===== src/core/rwrb_pkg.sv =====
// Purpose: Shared constants for the runtime wake register block.
// Assumes: Byte-wide host I/O cycles with a 16-bit address.
// Notes:   Offsets are byte offsets from the programmed block base.

package rwrb_pkg;

  ////////////////////////////////////////////////////////////////////////
  // Widths and decode limits.
  localparam int unsigned DATA_W        = 8;
  localparam int unsigned ADDR_W        = 16;
  localparam logic [7:0]  BASE_CFG_IDX  = 8'h30;
  localparam logic [15:0] BASE_MIN      = 16'h0100;
  localparam logic [3:0]  ADDR_TOP_ZERO = 4'h0;

  ////////////////////////////////////////////////////////////////////////
  // Register offsets.
  localparam logic [3:0] OFF_SUMMARY = 4'h0;
  localparam logic [3:0] OFF_GLOBAL  = 4'h1;
  localparam logic [3:0] OFF_STS1    = 4'h2;
  localparam logic [3:0] OFF_STS2    = 4'h3;
  localparam logic [3:0] OFF_STS3    = 4'h4;
  localparam logic [3:0] OFF_EN1     = 4'h5;
  localparam logic [3:0] OFF_EN2     = 4'h6;
  localparam logic [3:0] OFF_EN3     = 4'h7;
  localparam logic [3:0] OFF_MSTS1   = 4'h8;
  localparam logic [3:0] OFF_MSTS2   = 4'h9;
  localparam logic [3:0] OFF_MEN1    = 4'hA;
  localparam logic [3:0] OFF_MEN2    = 4'hB;
  localparam logic [3:0] OFF_GP1     = 4'hC;
  localparam logic [3:0] OFF_GP2     = 4'hD;
  localparam logic [3:0] OFF_GP3     = 4'hE;
  localparam logic [3:0] OFF_GP4     = 4'hF;

  ////////////////////////////////////////////////////////////////////////
  // Reset values and implemented-bit masks.
  localparam logic [7:0] RST_ZERO      = 8'h00;
  localparam logic [7:0] RST_MSTS2     = 8'h01;
  localparam logic [7:0] MASK_SUMMARY  = 8'h01;
  localparam logic [7:0] MASK_GLOBAL   = 8'h01;
  localparam logic [7:0] MASK_STS2     = 8'h7F;
  localparam logic [7:0] MASK_FULL     = 8'hFF;

  ////////////////////////////////////////////////////////////////////////
  // Field positions.
  localparam int unsigned SUMMARY_BIT  = 0;
  localparam int unsigned GLOBAL_BIT   = 0;
  localparam int unsigned PPI_BIT      = 0;
  localparam int unsigned GRP1_PINS    = 8;
  localparam int unsigned GRP2_PINS    = 5;
  localparam int unsigned GRP3_PINS    = 8;
  localparam int unsigned SRC2_BITS    = 7;
  localparam int unsigned EVENT_BITS   = 23;

  // Write-one-to-clear update; a hardware set in the same cycle wins.
  function automatic logic [7:0] w1c_next(input logic [7:0] cur,
                                          input logic       wr,
                                          input logic [7:0] wdata,
                                          input logic [7:0] set);
    logic [7:0] clr;
    clr = wr ? wdata : 8'h00;
    return (cur & ~clr) | set;
  endfunction

endpackage


===== src/core/rwrb_edge_detect.sv =====
// Purpose: Per-bit active-edge detector for wake sources.
// Assumes: Inputs are synchronous to sys_clk.
// Notes:   invert selects the falling edge instead of the rising one.

`timescale 1ns/1ps
`default_nettype none

module rwrb_edge_detect #(
  parameter int unsigned WIDTH = 23
) (
  // Clock and reset
  input  wire logic             sys_clk,
  input  wire logic             rst_n,
  // Pins and polarity
  input  wire logic [WIDTH-1:0] pins,
  input  wire logic [WIDTH-1:0] invert,
  // Events
  output logic      [WIDTH-1:0] event_hit
);

  logic [WIDTH-1:0] prev;
  logic             armed;

  ////////////////////////////////////////////////////////////////////////
  // The first sample after reset only primes the history, so a pin that
  // is already high at reset release does not fake an edge.
  always_ff @(posedge sys_clk) begin
    if (!rst_n) begin
      prev  <= '0;
      armed <= 1'b0;
    end else begin
      prev  <= pins ^ invert;
      armed <= 1'b1;
    end
  end

  assign event_hit = armed ? ((pins ^ invert) & ~prev) : '0;

endmodule

`default_nettype wire


===== src/core/rwrb_addr_decode.sv =====
// Purpose: Host I/O address qualification for the runtime block.
// Assumes: base holds the programmed block base address.
// Notes:   Purely combinational.

`timescale 1ns/1ps
`default_nettype none

module rwrb_addr_decode (
  // Address and base
  input  wire logic [15:0] addr,
  input  wire logic [15:0] base,
  // Result
  output logic             hit,
  output logic [3:0]       offset
);

  logic base_ok;

  // A base below the minimum turns decoding off completely.
  assign base_ok = (base >= rwrb_pkg::BASE_MIN);
  assign hit     = base_ok && (addr[15:12] == rwrb_pkg::ADDR_TOP_ZERO)
                   && (addr[11:4] == base[11:4]);
  assign offset  = addr[3:0];

endmodule

`default_nettype wire


===== src/core/rwrb_regs.sv =====
// Purpose: Runtime wake register block: wake status, enables, management
//          event registers and general data registers.
// Assumes: rst_n is the standby power-on reset; other resets never reach
//          this block. Host cycles are single-cycle strobes.
// Notes:   Reads answer one cycle after the strobe with io_rd_ack.
//
// Notes on behaviour
// - Block base comes from configuration index 0x30; registers sit at base offsets.
// - Address bits 11 to 4 match base bits 11 to 4; upper four bits must be zero.
// - A base below 0x100 disables decoding; host cycles are then ignored.
// - Offsets 00 to 0F hold summary, enables, statuses, management and data.
// - Reserved bits always read as zero.
// - Parallel-port interrupt bit reads 1 unpowered, else follows acknowledge; resets 0x01.
// - Summary bit sets whenever wake would assert, ignoring global enable.
// - Writing 1 clears the summary bit and wake unless a source is still pending; writing 0 does nothing.
// - Global enable bit 0 gates wake output; default 0 blocks it.
// - Summary and global enable reset only by standby power-on reset.
// - Source status sets on its event regardless of any enable.
// - Source status bits are write-one-to-clear; zero writes leave them.
// - Source status registers clear only on standby power-on reset.
// - Status 1 bits 0 to 7 map pins 10 to 17.
// - Status 2: ring one, ring two, pins 20 to 24, bit 7 reserved.
// - Each status register has a bit-matched source enable register.
// - Wake asserts only with status, its enable and global enable set; here it follows summary and global enable and stays asserted until either is cleared.
// - Normal polarity sets on rising pin edge; inverted selects falling edge.
// - Status 3 bits 0 to 7 map pins 30 to 37, write-one-to-clear.

`timescale 1ns/1ps
`default_nettype none

module rwrb_regs (
  // Clock and standby reset
  input  wire logic        sys_clk,
  input  wire logic        rst_n,
  // Host I/O cycles
  input  wire logic [15:0] io_addr,
  input  wire logic [7:0]  io_wdata,
  input  wire logic        io_wr,
  input  wire logic        io_rd,
  output logic      [7:0]  io_rdata,
  output logic             io_rd_ack,
  // Block base from configuration space
  input  wire logic [15:0] runtime_base_config,
  // Wake sources
  input  wire logic [7:0]  gpio_group_1,
  input  wire logic [4:0]  gpio_group_2,
  input  wire logic [7:0]  gpio_group_3,
  input  wire logic        ring_indicator_one_n,
  input  wire logic        ring_indicator_two_n,
  input  wire logic [7:0]  polarity_invert_1,
  input  wire logic [4:0]  polarity_invert_2,
  input  wire logic [7:0]  polarity_invert_3,
  // Parallel port state
  input  wire logic        pport_powered,
  input  wire logic        printer_acknowledge_input,
  // Wake output, active low
  output logic             wake_output_n
);

  ////////////////////////////////////////////////////////////////////////
  // Register storage.
  logic [7:0] wake_summary_status;
  logic [7:0] wake_global_enable;
  logic [7:0] wake_source_status_1;
  logic [7:0] wake_source_status_2;
  logic [7:0] wake_source_status_3;
  logic [7:0] wake_source_enable_1;
  logic [7:0] wake_source_enable_2;
  logic [7:0] wake_source_enable_3;
  logic [7:0] mgmt_event_status_1;
  logic [7:0] mgmt_event_status_2;
  logic [7:0] mgmt_event_enable_1;
  logic [7:0] mgmt_event_enable_2;
  logic [7:0] pin_data_group_1;
  logic [7:0] pin_data_group_2;
  logic [7:0] pin_data_group_3;
  logic [7:0] pin_data_group_4;

  logic        hit;
  logic [3:0]  offset;
  logic        wr_hit;
  logic [22:0] events;
  logic [7:0]  ev1;
  logic [7:0]  ev2;
  logic [7:0]  ev3;
  logic        pending;
  logic [7:0]  next_rdata;
  logic        ppi_level;

  ////////////////////////////////////////////////////////////////////////
  // Address qualification.
  rwrb_addr_decode u_decode (
    .addr   (io_addr),
    .base   (runtime_base_config),
    .hit    (hit),
    .offset (offset)
  );

  assign wr_hit = io_wr && hit;

  ////////////////////////////////////////////////////////////////////////
  // Wake source edges. Ring inputs are active low, so their active
  // transition is the falling edge; the invert term handles that.
  rwrb_edge_detect #(
    .WIDTH (rwrb_pkg::EVENT_BITS)
  ) u_edges (
    .sys_clk   (sys_clk),
    .rst_n     (rst_n),
    .pins      ({gpio_group_3, gpio_group_2, ring_indicator_two_n, ring_indicator_one_n, gpio_group_1}),
    .invert    ({polarity_invert_3, polarity_invert_2, 2'b11, polarity_invert_1}),
    .event_hit (events)
  );

  assign ev1 = events[7:0];
  assign ev2 = {1'b0, events[14:8]};
  assign ev3 = events[22:15];

  // A source counts as pending when its status and enable are both set.
  assign pending = |(wake_source_status_1 & wake_source_enable_1)
                 | |(wake_source_status_2 & wake_source_enable_2)
                 | |(wake_source_status_3 & wake_source_enable_3);

  ////////////////////////////////////////////////////////////////////////
  // Wake source status registers. Only the standby reset clears them.
  always_ff @(posedge sys_clk) begin
    if (!rst_n) begin
      wake_source_status_1 <= rwrb_pkg::RST_ZERO;
      wake_source_status_2 <= rwrb_pkg::RST_ZERO;
      wake_source_status_3 <= rwrb_pkg::RST_ZERO;
    end else begin
      wake_source_status_1 <= rwrb_pkg::w1c_next(wake_source_status_1,
                                wr_hit && offset == rwrb_pkg::OFF_STS1, io_wdata, ev1);
      wake_source_status_2 <= rwrb_pkg::w1c_next(wake_source_status_2,
                                wr_hit && offset == rwrb_pkg::OFF_STS2, io_wdata, ev2)
                              & rwrb_pkg::MASK_STS2;
      wake_source_status_3 <= rwrb_pkg::w1c_next(wake_source_status_3,
                                wr_hit && offset == rwrb_pkg::OFF_STS3, io_wdata, ev3);
    end
  end

  ////////////////////////////////////////////////////////////////////////
  // Summary bit. It follows pending sources as a level, so clearing it
  // only sticks once the pending sources' status or enable bits are cleared too.
  always_ff @(posedge sys_clk) begin
    if (!rst_n) begin
      wake_summary_status <= rwrb_pkg::RST_ZERO;
    end else begin
      wake_summary_status <= rwrb_pkg::w1c_next(wake_summary_status,
                               wr_hit && offset == rwrb_pkg::OFF_SUMMARY, io_wdata,
                               {7'h00, pending}) & rwrb_pkg::MASK_SUMMARY;
    end
  end

  ////////////////////////////////////////////////////////////////////////
  // Enable registers.
  always_ff @(posedge sys_clk) begin
    if (!rst_n) begin
      wake_global_enable   <= rwrb_pkg::RST_ZERO;
      wake_source_enable_1 <= rwrb_pkg::RST_ZERO;
      wake_source_enable_2 <= rwrb_pkg::RST_ZERO;
      wake_source_enable_3 <= rwrb_pkg::RST_ZERO;
    end else if (wr_hit) begin
      if (offset == rwrb_pkg::OFF_GLOBAL) begin
        wake_global_enable <= io_wdata & rwrb_pkg::MASK_GLOBAL;
      end else if (offset == rwrb_pkg::OFF_EN1) begin
        wake_source_enable_1 <= io_wdata;
      end else if (offset == rwrb_pkg::OFF_EN2) begin
        wake_source_enable_2 <= io_wdata & rwrb_pkg::MASK_STS2;
      end else if (offset == rwrb_pkg::OFF_EN3) begin
        wake_source_enable_3 <= io_wdata;
      end
    end
  end

  ////////////////////////////////////////////////////////////////////////
  // Management event and general data registers: plain storage here.
  always_ff @(posedge sys_clk) begin
    if (!rst_n) begin
      mgmt_event_status_1 <= rwrb_pkg::RST_ZERO;
      mgmt_event_status_2 <= rwrb_pkg::RST_MSTS2;
      mgmt_event_enable_1 <= rwrb_pkg::RST_ZERO;
      mgmt_event_enable_2 <= rwrb_pkg::RST_ZERO;
      pin_data_group_1    <= rwrb_pkg::RST_ZERO;
      pin_data_group_2    <= rwrb_pkg::RST_ZERO;
      pin_data_group_3    <= rwrb_pkg::RST_ZERO;
      pin_data_group_4    <= rwrb_pkg::RST_ZERO;
    end else if (wr_hit) begin
      if (offset == rwrb_pkg::OFF_MSTS1) begin
        mgmt_event_status_1 <= io_wdata;
      end else if (offset == rwrb_pkg::OFF_MSTS2) begin
        mgmt_event_status_2 <= io_wdata;
      end else if (offset == rwrb_pkg::OFF_MEN1) begin
        mgmt_event_enable_1 <= io_wdata;
      end else if (offset == rwrb_pkg::OFF_MEN2) begin
        mgmt_event_enable_2 <= io_wdata;
      end else if (offset == rwrb_pkg::OFF_GP1) begin
        pin_data_group_1 <= io_wdata;
      end else if (offset == rwrb_pkg::OFF_GP2) begin
        pin_data_group_2 <= io_wdata;
      end else if (offset == rwrb_pkg::OFF_GP3) begin
        pin_data_group_3 <= io_wdata;
      end else if (offset == rwrb_pkg::OFF_GP4) begin
        pin_data_group_4 <= io_wdata;
      end
    end
  end

  ////////////////////////////////////////////////////////////////////////
  // Read path. The interrupt bit is live: stuck at one while the port is
  // unpowered, the acknowledge level once it is powered.
  assign ppi_level = pport_powered ? printer_acknowledge_input : 1'b1;

  always_comb begin
    next_rdata = rwrb_pkg::RST_ZERO;
    if (offset == rwrb_pkg::OFF_SUMMARY) begin
      next_rdata = wake_summary_status & rwrb_pkg::MASK_SUMMARY;
    end else if (offset == rwrb_pkg::OFF_GLOBAL) begin
      next_rdata = wake_global_enable & rwrb_pkg::MASK_GLOBAL;
    end else if (offset == rwrb_pkg::OFF_STS1) begin
      next_rdata = wake_source_status_1;
    end else if (offset == rwrb_pkg::OFF_STS2) begin
      next_rdata = wake_source_status_2 & rwrb_pkg::MASK_STS2;
    end else if (offset == rwrb_pkg::OFF_STS3) begin
      next_rdata = wake_source_status_3;
    end else if (offset == rwrb_pkg::OFF_EN1) begin
      next_rdata = wake_source_enable_1;
    end else if (offset == rwrb_pkg::OFF_EN2) begin
      next_rdata = wake_source_enable_2 & rwrb_pkg::MASK_STS2;
    end else if (offset == rwrb_pkg::OFF_EN3) begin
      next_rdata = wake_source_enable_3;
    end else if (offset == rwrb_pkg::OFF_MSTS1) begin
      next_rdata = mgmt_event_status_1;
    end else if (offset == rwrb_pkg::OFF_MSTS2) begin
      next_rdata = mgmt_event_status_2;
      next_rdata[rwrb_pkg::PPI_BIT] = ppi_level;
    end else if (offset == rwrb_pkg::OFF_MEN1) begin
      next_rdata = mgmt_event_enable_1;
    end else if (offset == rwrb_pkg::OFF_MEN2) begin
      next_rdata = mgmt_event_enable_2;
    end else if (offset == rwrb_pkg::OFF_GP1) begin
      next_rdata = pin_data_group_1;
    end else if (offset == rwrb_pkg::OFF_GP2) begin
      next_rdata = pin_data_group_2;
    end else if (offset == rwrb_pkg::OFF_GP3) begin
      next_rdata = pin_data_group_3;
    end else begin
      next_rdata = pin_data_group_4;
    end
  end

  // Reads only capture data; no register changes on a read.
  always_ff @(posedge sys_clk) begin
    if (!rst_n) begin
      io_rdata  <= rwrb_pkg::RST_ZERO;
      io_rd_ack <= 1'b0;
    end else begin
      io_rd_ack <= io_rd && hit;
      io_rdata  <= (io_rd && hit) ? next_rdata : rwrb_pkg::RST_ZERO;
    end
  end

  ////////////////////////////////////////////////////////////////////////
  // Wake output, gated by the global enable.
  always_ff @(posedge sys_clk) begin
    if (!rst_n) begin
      wake_output_n <= 1'b1;
    end else begin
      wake_output_n <= ~(wake_summary_status[rwrb_pkg::SUMMARY_BIT]
                         & wake_global_enable[rwrb_pkg::GLOBAL_BIT]);
    end
  end
endmodule

`default_nettype wire


===== config.mk =====
export PLATFORM = sky130hd
export DESIGN_NAME = rwrb_regs
export DESIGN_NICKNAME = d
export VERILOG_FILES = /design/src/core/rwrb_pkg.sv /design/src/core/rwrb_edge_detect.sv /design/src/core/rwrb_addr_decode.sv /design/src/core/rwrb_regs.sv
export SDC_FILE = /design/constraint.sdc
export NUM_CORES = 1
export LEC_CHECK = 0
export BUFFER_PORTS_ARGS = -buffer_cell sky130_fd_sc_hd__buf_2
export CAP_MARGIN = 5
export CORE_MARGIN = 3
export CORE_UTILIZATION = 65
export CTS_BUF_LIST = sky130_fd_sc_hd__clkbuf_8
export DETAILED_ROUTE_END_ITERATION = 16
export GPL_TIMING_DRIVEN = 0
export PLACE_DENSITY = 0.88
export SLEW_MARGIN = 10
export SYNTH_ARGS = -nofsm -noshare
export SYNTH_HDL_FRONTEND = slang
export SYNTH_HIERARCHICAL = 1
export SYNTH_SLANG_ARGS = --single-unit

===== constraint.sdc =====
create_clock -name sys_clk -period 5.3 [get_ports sys_clk]
set_input_delay 0.53 -clock sys_clk [delete_from_list [all_inputs] [get_ports sys_clk]]
set_output_delay 0.53 -clock sys_clk [all_outputs]
set_load 0.005 [all_outputs]

### After elaboration in Yosys (flattened, before gate mapping)

Index checks and enable logic that the tools add are counted.

* word-level logic and storage cells: 122
* register bits after elaboration: 146

* equality and inequality tests: 16
* reductions and logical operators: 27
* mux-type cells: 22
* magnitude comparators: 1
* bitwise gates (word level): 34

Operators with widths (number)
* 8-bit two-way mux: 15
* 8-bit bitwise AND: 4
* 4-bit == test, second input constant: 8
* 8-bit OR reduction: 3
* 23-bit bitwise AND: 1
* 23-bit two-way mux: 1
* 23-bit NOT: 1
* 23-bit XOR: 1
* 4-bit by 3-bit == test with 1-bit output, second input constant: 4
* 16-bit by 9-bit >= comparator with 1-bit output, second input constant: 1
* 8-bit NOT: 2
* 8-bit OR: 2
* 7-bit bitwise AND: 2
* 1-bit NOT: 14
* 5-bit AND reduction: 2
* 9-bit AND reduction: 1
* 4-bit by 2-bit == test with 1-bit output, second input constant: 2
* 8-bit == test: 1
* 1-bit logical AND: 8
* 4-bit zero test: 2
* 4-bit AND reduction: 2
* 8-bit AND reduction: 1
* 7-bit two-way mux: 1
* 7-bit NOT: 1
* other kinds (10): 20

### Logic depth before layout (Yosys ltp)

Gate-level depths: netlist of the first run.

* depth in word-level cells: 16
* mapped depth: 9
* mapped depth without buffers: 8

### Hierarchy

The synthesis of the first run kept the hierarchy.

Modules (own cells, without submodules)
* rwrb_regs: area an instance 6218.5 sq um, instances 1, cells an instance 689
* rwrb_edge_detect: area an instance 1136.1 sq um, instances 1, cells an instance 97
* rwrb_addr_decode: area an instance 145.1 sq um, instances 1, cells an instance 19

### Least setup slack after synthesis of the first run

No wires, ideal clock.

* path kind: input-to-reg
* start: input port io_addr[13]
* end: register io_rdata[7]
* cell stages on the path: 8
* data arrival time: 2.663 ns
* library setup time: 0.087 ns
* path slack: 2.550 ns
* data required time: 5.213 ns
* path buffers: 0
* path through: nor4_1 o211ai_1 nor3_1 nand3_1 a21oi_2 o21ai_1 or3_1 o31ai_1

* cells in the longest elaborated chain, start to end: 6

RTL lines
* start: declaration: line rwrb_regs.sv:36 `input wire logic [15:0] io_addr,`
* 4-bit zero test: line rwrb_addr_decode.sv:21 `assign hit = base_ok && (addr[15:12] == rwrb_pkg::ADDR_TOP_ZERO)`
* 1-bit logical AND: line rwrb_addr_decode.sv:21
* 1-bit logical AND: line rwrb_addr_decode.sv:22 `&& (addr[11:4] == base[11:4]);`
* via hit: line rwrb_regs.sv:79 `logic hit;`
* 1-bit logical AND: line rwrb_regs.sv:258 `io_rdata <= (io_rd && hit) ? next_rdata : rwrb_pkg::RST_ZERO;`
* 1-bit NOT (no source line)
* 4-bit OR reduction (no source line)
* end signal: assignment: line rwrb_regs.sv:254 `io_rdata <= rwrb_pkg::RST_ZERO;`
* end signal: assignment: line rwrb_regs.sv:258
* end: declaration: line rwrb_regs.sv:40 `output logic [7:0] io_rdata,`

The timed path passes the listed nets, and every way through them passes these cells.
A chain may end at the register's enable or synchronous reset.

### Worst setup path in the final report of the first run

Same ends and word-level chain as after synthesis.

==> results_dict.tcl, run 1 <==
set metrics [dict create \
    insertion_delay_ns 0.48 \
    wirelength_um 25900 \
    drtIter0Drc 921 \
    drt-met1-wl_um 9430 \
    gr-total-overflow 0 \
    largest_register_ffs 23 \
    routabilityCongestion 1.03 \
    h-tree-depth 4 \
    clock_path_buffers 2 \
    worstPathArrival_ns 3.14 \
    ys.flop_type "dfxtp_1" \
    synth.avg_cell_area_um2 9.32 \
    synth-seq-cells 145 \
    synth-edff-count 0 \
    synthMuxAreaShare 0.101 \
    setup_viol 0 \
    start_util 0.677 \
    post-cts-setup-buffer-count 0 \
    syn_inst 805 \
    power_mw 2.37 \
    critPathCaptureType "flop" \
    relSlewSlack 0.385 \
    clk_pin_slew_ns 0.08 \
    num_rows 38 \
    drc 0 \
    synth_xor_xnor_area_share 0.0362 \
    tritoncts "done" \
    tightestPinTransition_ns 0.923 \
    criticalPathCategory "input pin to flop" \
    wire_per_inst_um 24.3 \
    post-route-min-period_ns 2.80 \
    yosysSeqAreaShare 0.387 \
    fp.dieW_um 113 \
    coreArea_mm2 0.0111 \
    dieArea_mm2 0.0129 \
    ioPinCount 100 \
    grt_start_max_net_pins 17 \
    clock.fmax_mhz 357 \
    area_delta_synth_final_pct 14.0 \
    finalCritPeriodShare 0.528 \
    antenna_left 0 \
    status "complete, no violations" \
    ir_drop_v 0.000259 \
    synth-async-reset-ratio 0 \
    worstPathRequired_ns 5.64 \
    wl_met2_um 11600 \
    grt_pass1_vias 7178 \
    vias 6993 \
    fp.dieH_um 113 \
    drv_cap 0 \
    synth_top_family_by_area "compound AO/OA/AOI/OAI gates" \
    synthAdderAreaFrac 0 \
    wl_met3_um 2910 \
    synth-simple-area-share 0.210 \
    vias_per_cell 6.55 \
    syn_area_mm2 0.00750 \
    nets 1006 \
    hold_path_class "input pin to flop" \
    top_layer_used "met4" \
    crit_path_start_kind "input pin" \
    ys_warn_count 6 \
    cts_root_buf "clkbuf_8" \
    drive_gt1_frac 0.221 \
    rsz0062_at_grt "false" \
    hold_violations 0 \
    drv_slew 0 \
    cp_max_fo 6 \
    grt.total_usage 0.412 \
    hold_buffers 0 \
    drtPass1Iterations 8 \
    place_inst 1037 \
    finClkSkew_ns 0.00878 \
    grt_pass1_wl_um 40000 \
    diodes 0 \
    cts_inserted_buffers 17 \
    fin_setup_tns_ns 0 \
    final_cells 1067 \
    clkSinkCount 145 \
    synth-compound-area-share 0.217 \
    antenna_found_initial 0 \
    final_util 0.772 \
    portBuffers 91 \
    p_leak_nw 3.01 \
    cts_resized 0 \
    cellPowerDensity_mw_per_mm2 277 \
    synth.distinct_cells 67 \
    dpl.hpwl_um 18900 \
    regMostFlops "u_edges/prev" \
]
cell usage in the layout, fill, tap and decap left out, types with 9 or more instances in the layout:
cell type	count
o21a_1	26
clkbuf_1	28
nor2b_1	87
xnor2_1	31
a22oi_1	13
a21boi_0	53
a21oi_1	32
mux2i_1	66
clkbuf_8	20
nand2_1	51
o21ai_0	57
dfxtp_1	145
buf_2	103
nor3b_2	21
buf_4	9
nor2_1	20
report_power, final:
group	switching, mW	internal, mW	total (mW)
Combinational	0.182	0.123	0.304
Clock	0.429	0.495	0.924
Sequential	0.0239	1.12	1.14
Total	0.635	1.74	2.37
final timing paths:
check / end / start / cells after the start / slack [ns]
worst max-delay path: io_rdata[7]$_SDFF_PP0_ / io_addr[13] / 9 / 2.50
worst min-delay path: u_edges/armed$_DFF_P_ / rst_n / 1 / 0.32
worst max register to register: io_rdata[5]$_SDFF_PP0_ / pin_data_group_1[5]$_SDFFE_PN0P_ / 5 / 3.50
worst min register to register: wake_output_n$_SDFF_PN1_ / wake_global_enable[0]$_SDFFE_PN0P_ / 1 / 0.45
final cells by class:
type,instances,area (um^2)
clock inverters,10,135
inverters,10,37.5
plain buffers,59,327
clock buffers,20,275
flip-flops and latches,145,2900
well taps,140,175
fillers,791,2530
multi-input cells,592,4240
repair buffers,91,455
critical path, cell delays in order:
cell      delay (ns)
buf_2           0.09
nor4_1          0.27
o211ai_1        0.16
nor3_2          0.72
nand3_1         0.36
a21oi_2         0.36
o21ai_1         0.15
or3_1           0.37
o31ai_1         0.12
cells in the mapped netlist, types with 3 or more instances:
master / instances / area, um^2
o21ai_0: 57 / 285
a31oi_1: 4 / 25.0
nand3_1: 5 / 25.0
nand3_4: 3 / 52.6
o22ai_1: 8 / 50.1
nor2_8: 3 / 60.1
o31ai_1: 4 / 30.0
buf_6: 7 / 78.8
nand4_1: 5 / 31.3
nor2b_1: 87 / 544
a21boi_0: 53 / 398
nor2_2: 4 / 25.0
dfxtp_1: 145 / 2900
and2_1: 3 / 18.8
o221ai_1: 3 / 26.3
inv_1: 8 / 30.0
mux2i_1: 66 / 661
a211oi_1: 5 / 37.5
nand2_1: 51 / 191
nand2b_1: 8 / 50.1
clkbuf_1: 28 / 105
nor2_4: 6 / 67.6
nor3b_1: 5 / 37.5
o21a_1: 26 / 195
nor3_1: 6 / 30.0
a21o_1: 3 / 22.5
a21oi_1: 32 / 160
buf_2: 12 / 60.1
nor2_1: 20 / 75.1
o21ai_1: 4 / 20.0
xnor2_1: 31 / 272
a22oi_1: 13 / 97.6
a221oi_1: 4 / 35.0
buf_4: 9 / 67.6
mux2_2: 5 / 56.3
a22o_1: 4 / 35.0
o211ai_1: 4 / 30.0
clkbuf_2: 3 / 15.0
nor3b_2: 21 / 263
cell families (layout without fill, tap and decap cells):
kind of cell    after synthesis  in the layout
compound gates              244            244
xor+xnor                     31             31
buf+inv                      69            190
flops                       145            145
mux                          73             73
other cells                   1              2
simple gates                242            242
stage by stage:
step	worst slack [ns]	cell area [um^2]	hold slack, ns
after CTS	2.07	8540	0.303
final	2.50	8550	0.319
after global routing	2.39	8550	0.309
after global placement	1.65	8130	0.426
after detailed placement	1.57	8130	0.433
after floorplan	2.55	7500	0.377
layer usage:
metal	GRT usage	up-vias
met3	0.124	140
met5	0	-
li1	-	3070
met2	0.650	519
met4	0.275	0
met1	0.484	3264
(Power assumes the default switching activity.)
==> run 2, diff against run 1 <==
CORE_UTILIZATION = 54   (was 65)
PLACE_DENSITY = 0.78   (was 0.88)
clock period = 2.55 ns   (was 5.3 ns; I/O delays follow)
==> run 2 against run 1 <==
Compared with the run above:
- final cell count grew 3.6%
- via count shrank 3.1%
- clock skew grew 0.0013 ns
- global-route usage shrank 6.9 points
- die area grew 19%
- critical path depth is the same
- critical path type unchanged
- largest cell class unchanged
==> results_dict.tcl, run 2 (synthesis results as in run 1) <==
set metrics [dict create \
    clock_path_buffers 2 \
    grt.total_usage 0.343 \
    dpl.hpwl_um 19000 \
    drv_slew 0 \
    crit_path_start_kind "input pin" \
    dieArea_mm2 0.0153 \
    num_rows 42 \
    setup.worst_path.start "io_addr[13]" \
    power_frac_clock 0.389 \
    grt_pass1_wl_um 38500 \
    min_from "rst_n" \
    gr-total-overflow 0 \
    p_int_mw 3.56 \
    portBuffers 91 \
    p_sw_mw 1.35 \
    antenna_found_initial 0 \
    drv_cap 0 \
    p_leak_nw 3.02 \
    fin_setup_tns_ns 0 \
    status "complete, no violations" \
    fp.dieW_um 124 \
    diodes 0 \
    power_mw 4.91 \
    finalCritPeriodShare 0.940 \
    cp_cell_sequence "buf_2, nor4_1, o211ai_1, nor3_4, nand3_1, a21oi_2, o21ai_1, or3_1, o31ai_1" \
    tritoncts "done" \
    tightestPinTransition_ns 0.917 \
    rsz0062_at_grt "false" \
    h-tree-depth 4 \
    regMostFlops "u_edges/prev" \
    start_util 0.560 \
    reg2regPathDepth 5 \
    seqPwrFrac 0.484 \
    antenna_left 0 \
    clock.fmax_mhz 417 \
    wire_per_inst_um 23.4 \
    fp.dieH_um 124 \
    worstPathRequired_ns 2.87 \
    relSlewSlack 0.389 \
    clkSinkCount 145 \
    ioPinCount 100 \
    critPathCaptureType "flop" \
    hold_violations 0 \
    cpPeakStageDelay_ns 0.54 \
    final_common_cell "dfxtp_1" \
    nets 1006 \
    largest_register_ffs 23 \
    drive_gt1_frac 0.222 \
    drtIter0Drc 733 \
    ir_drop_v 0.000431 \
    timing.rr.start "pin_data_group_2[6]$_SDFFE_PN0P_" \
    cts_inserted_buffers 17 \
    grt_start_max_net_pins 17 \
    hold_path_class "input pin to flop" \
    drtPass1Iterations 5 \
    routabilityCongestion 1.06 \
    p_sw_frac 0.275 \
    n_fill_cell 1167 \
    final_util 0.642 \
    vias_per_cell 6.13 \
    register_area_mm2 0.00290 \
    cellPowerDensity_mw_per_mm2 570 \
    finClkSkew_ns 0.0101 \
    min_path_cells 1 \
    coreArea_mm2 0.0134 \
    hold_buffers 0 \
    multiInputGateArea_mm2 0.00425 \
    wirelength_um 25900 \
    grt_pass1_vias 6614 \
    post-route-min-period_ns 2.40 \
    final_cell_mix "dfxtp_1 (145), buf_2 (103), nor2b_1 (87)" \
    area_delta_synth_final_pct 14.8 \
    cts_root_buf "clkbuf_8" \
    criticalPathCategory "input pin to flop" \
    drc 0 \
    crit_slowest_cell "nor3_4" \
    vias 6774 \
    setup_viol 0 \
    clk_pin_slew_ns 0.08 \
    power_frac_comb 0.127 \
    worstPathArrival_ns 2.72 \
    cp_max_fo 6 \
    insertion_delay_ns 0.46 \
]
[run 2: cell type report]
cell class	count	share of cell area
buffer	59	0.0379
clock buffer	21	0.0336
clock inverter	11	0.0148
inverter	10	0.00436
multi-input combinational	592	0.494
sequential	145	0.337
tap	176	0.0256
timing repair buffer	91	0.0529
[run 2: layer usage]
metal  global-route usage  wire length [um]  up-vias  part of all wire
li1                     -                 -     3085                 -
met3               0.0731              2310       96             0.089
met4                0.191              1510        0             0.058
met5                    0                 0        -                 0
met2                0.561             11900      408              0.46
met1                0.420             10100     3185              0.39
[run 2: final timing paths]
check | endpoint | slack [ns]
hold reg to reg | wake_output_n$_SDFF_PN1_ | 0.45
setup reg to reg | io_rdata[6]$_SDFF_PP0_ | 0.89
hold / removal | u_edges/armed$_DFF_P_ | 0.07
setup / recovery | io_rdata[7]$_SDFF_PP0_ | 0.15
[run 2: power groups by stage]
| stage | Sequential (mW) | Combinational [mW] | Clock, mW |
|---|---|---|---|
| after floorplan | 2.40 | 0.377 | 0 |
| after global placement | 2.42 | 0.602 | 0 |
| after detailed placement | 2.43 | 0.607 | 0 |
| after CTS | 2.37 | 0.610 | 1.91 |
| after global routing | 2.38 | 0.661 | 2.01 |
| final | 2.37 | 0.623 | 1.91 |
[run 2: critical path, delay by kind of cell]
kind | cells | cell delay (ns)
buf+inv | 1 | 0.09
simple gates | 4 | 1.52
compound gates | 4 | 0.85
[run 2: through the flow]
step	area, um^2	hold WS [ns]	std cells	worst slack, ns
after floorplan	7500	0.283	806	0.0745
after global placement	8180	0.425	1073	-1.08
after detailed placement	8180	0.434	1073	-0.502
after CTS	8610	0.0553	1105	0.238
after global routing	8610	0.0594	1105	0.0295
final	8610	0.0692	1105	0.153
[run 2: timing repair]
| action | 4_1_cts | 5_1_grt |
|---|---|---|
| setup endpoints to repair | 1 | 0 |
| hold endpoints to repair | 0 | 0 |
| gates resized for setup | 1 | 0 |
| setup buffers | 0 | 0 |
==> run 3, diff against run 2 <==
CORE_UTILIZATION = 40   (was 54)
GPL_TIMING_DRIVEN = default   (was 0)
PLACE_DENSITY = default   (was 0.78)
==> run 3 against run 2 <==
Compared with the run above:
- die area increased by 33%
- via count decreased by 8.8%
- largest power group unchanged
- largest cell class unchanged
- clock skew about the same
==> results_dict.tcl, run 3 (synthesis results as in run 1) <==
set metrics [dict create \
    status "complete, no violations" \
    portBuffers 95 \
    drv_slew 0 \
    final_util 0.469 \
    clk_pin_slew_ns 0.09 \
    wire_per_inst_um 19.5 \
    use_met3 0.0466 \
    gr-total-overflow 0 \
    nets 976 \
    cp_max_fo 8 \
    grt_pass1_wl_um 33900 \
    cts_root_buf "clkbuf_8" \
    worst-r2r-setup-slack_ns 0.86 \
    post-cts-setup-buffer-count 0 \
    whs_endpoint "u_edges/prev[1]$_SDFF_PN0_" \
    rsz0062_at_grt "false" \
    n_fill_cell 1785 \
    finalCritPeriodShare 0.728 \
    cts_resized 0 \
    top_usage_layer "met2" \
    largest_register_ffs 23 \
    final_common_cell "dfxtp_1" \
    ioPinCount 100 \
    drive_gt1_frac 0.226 \
    crit_slowest_cell "nor2_1" \
    critPathCaptureType "flop" \
    grt_util_met2 0.351 \
    wirelength_um 22000 \
    fp.dieH_um 143 \
    regToRegEndpoint "io_rdata[5]$_SDFF_PP0_" \
    antenna_left 0 \
    drc 0 \
    grt_start_max_net_pins 137 \
    hold_path_class "input pin to flop" \
    timing.rr.start "pin_data_group_1[5]$_SDFFE_PN0P_" \
    criticalPathCategory "input pin to flop" \
    hold_violations 0 \
    grt_pass1_vias 5924 \
    dpl_worst_slack_ns 0.243 \
    dieArea_mm2 0.0204 \
    tightestPinTransition_ns 0.573 \
    crit_path_start_kind "input pin" \
    grt.total_usage 0.218 \
    start_util 0.412 \
    hold_buffers 0 \
    worstPathRequired_ns 2.91 \
    ir_drop_v 0.000346 \
    dpl.hpwl_um 15300 \
    clkSinkCount 145 \
    antenna_found_initial 0 \
    diodes 0 \
    cts_inserted_buffers 17 \
    num_rows 49 \
    reg2regPathDepth 5 \
    relSlewSlack 0.618 \
    cpPeakStageDelay_ns 0.47 \
    clock.fmax_mhz 539 \
    layout_setup_ws_ns 0.694 \
    drv_cap 0 \
    tritoncts "done" \
    setup_viol 0 \
    use_met1 0.282 \
    power_mw 4.77 \
    clock_path_buffers 2 \
    final_cell_mix "dfxtp_1 (145), buf_2 (94), nor2b_1 (87)" \
    fin_setup_tns_ns 0 \
    area_delta_synth_final_pct 13.8 \
    coreArea_mm2 0.0182 \
    insertion_delay_ns 0.45 \
    drtPass1Iterations 5 \
    fp.dieW_um 143 \
    min_path_cells 3 \
    cp_cell_sequence "buf_2, nor4_1, o211ai_1, nor3_1, buf_4, nand3_1, nor2_1, a21boi_0, o21a_1" \
    vias_per_cell 5.48 \
    h-tree-depth 4 \
    finClkSkew_ns 0.00962 \
    worstPathArrival_ns 2.22 \
    regMostFlops "u_edges/prev" \
    vias 6180 \
    min_from "gpio_group_1[1]" \
    drtIter0Drc 508 \
    p_leak_nw 2.96 \
    routabilityCongestion 1.01 \
    post-route-min-period_ns 1.86 \
    cellPowerDensity_mw_per_mm2 559 \
]
==> run 3: metrics by stage <==
stage	hold WS [ns]	instances	cell area (um^2)
after floorplan	0.283	806	7500
after global placement	0.441	1096	8140
after detailed placement	0.454	1096	8140
after CTS	0.0489	1128	8540
after global routing	0.0788	1128	8540
final	0.0816	1128	8540
==> run 3: worst max path at each step <==
stage / start / slack (ns) / endpoint / depth (start not counted)
6_report: io_addr[13] / 0.69 / wake_source_status_1[2]$_SDFF_PN0_ / 9
2_1_floorplan: io_addr[13] / 0.07 / io_rdata[7]$_SDFF_PP0_ / 8
3_3_place_gp: io_addr[13] / 0.26 / wake_source_status_1[3]$_SDFF_PN0_ / 9
3_5_place_dp: io_addr[13] / 0.24 / wake_source_status_1[3]$_SDFF_PN0_ / 9
5_1_grt: io_addr[13] / 0.43 / wake_source_status_1[4]$_SDFF_PN0_ / 9
4_1_cts: io_addr[13] / 0.73 / wake_source_status_1[3]$_SDFF_PN0_ / 9
==> run 3: metal layers <==
layer	vias up	wire [um]
met5	-	0
met4	0	675
met3	42	1210
met2	242	10300
met1	2882	9810
li1	3014	-
==> run 3: report_power, final <==
group | leakage [nW] | total (mW) | switching (mW) | internal, mW
Clock | 0.196 | 1.83 | 0.947 | 0.880
Combinational | 1.58 | 0.570 | 0.322 | 0.247
Sequential | 1.18 | 2.38 | 0.0520 | 2.32
Total | 2.96 | 4.77 | 1.32 | 3.45
==> run 3: layout make-up <==
| type | count | area, um^2 | share of cell area |
|---|---|---|---|
| multi-input cells | 592 | 4240 | 0.496 |
| flip-flops and latches | 145 | 2900 | 0.340 |
| repair buffers | 120 | 678 | 0.0794 |
| well taps | 229 | 287 | 0.0336 |
| clock buffers | 17 | 234 | 0.0274 |
| clock inverters | 15 | 160 | 0.0188 |
| inverters | 10 | 37.5 | 0.00440 |
==> run 3: critical path, delay by kind of cell <==
family                 cells  cell delay, ns
buffers and inverters      2            0.31
AO/OA/AOI/OAI              3            0.49
AND/OR/NAND/NOR            4            1.16
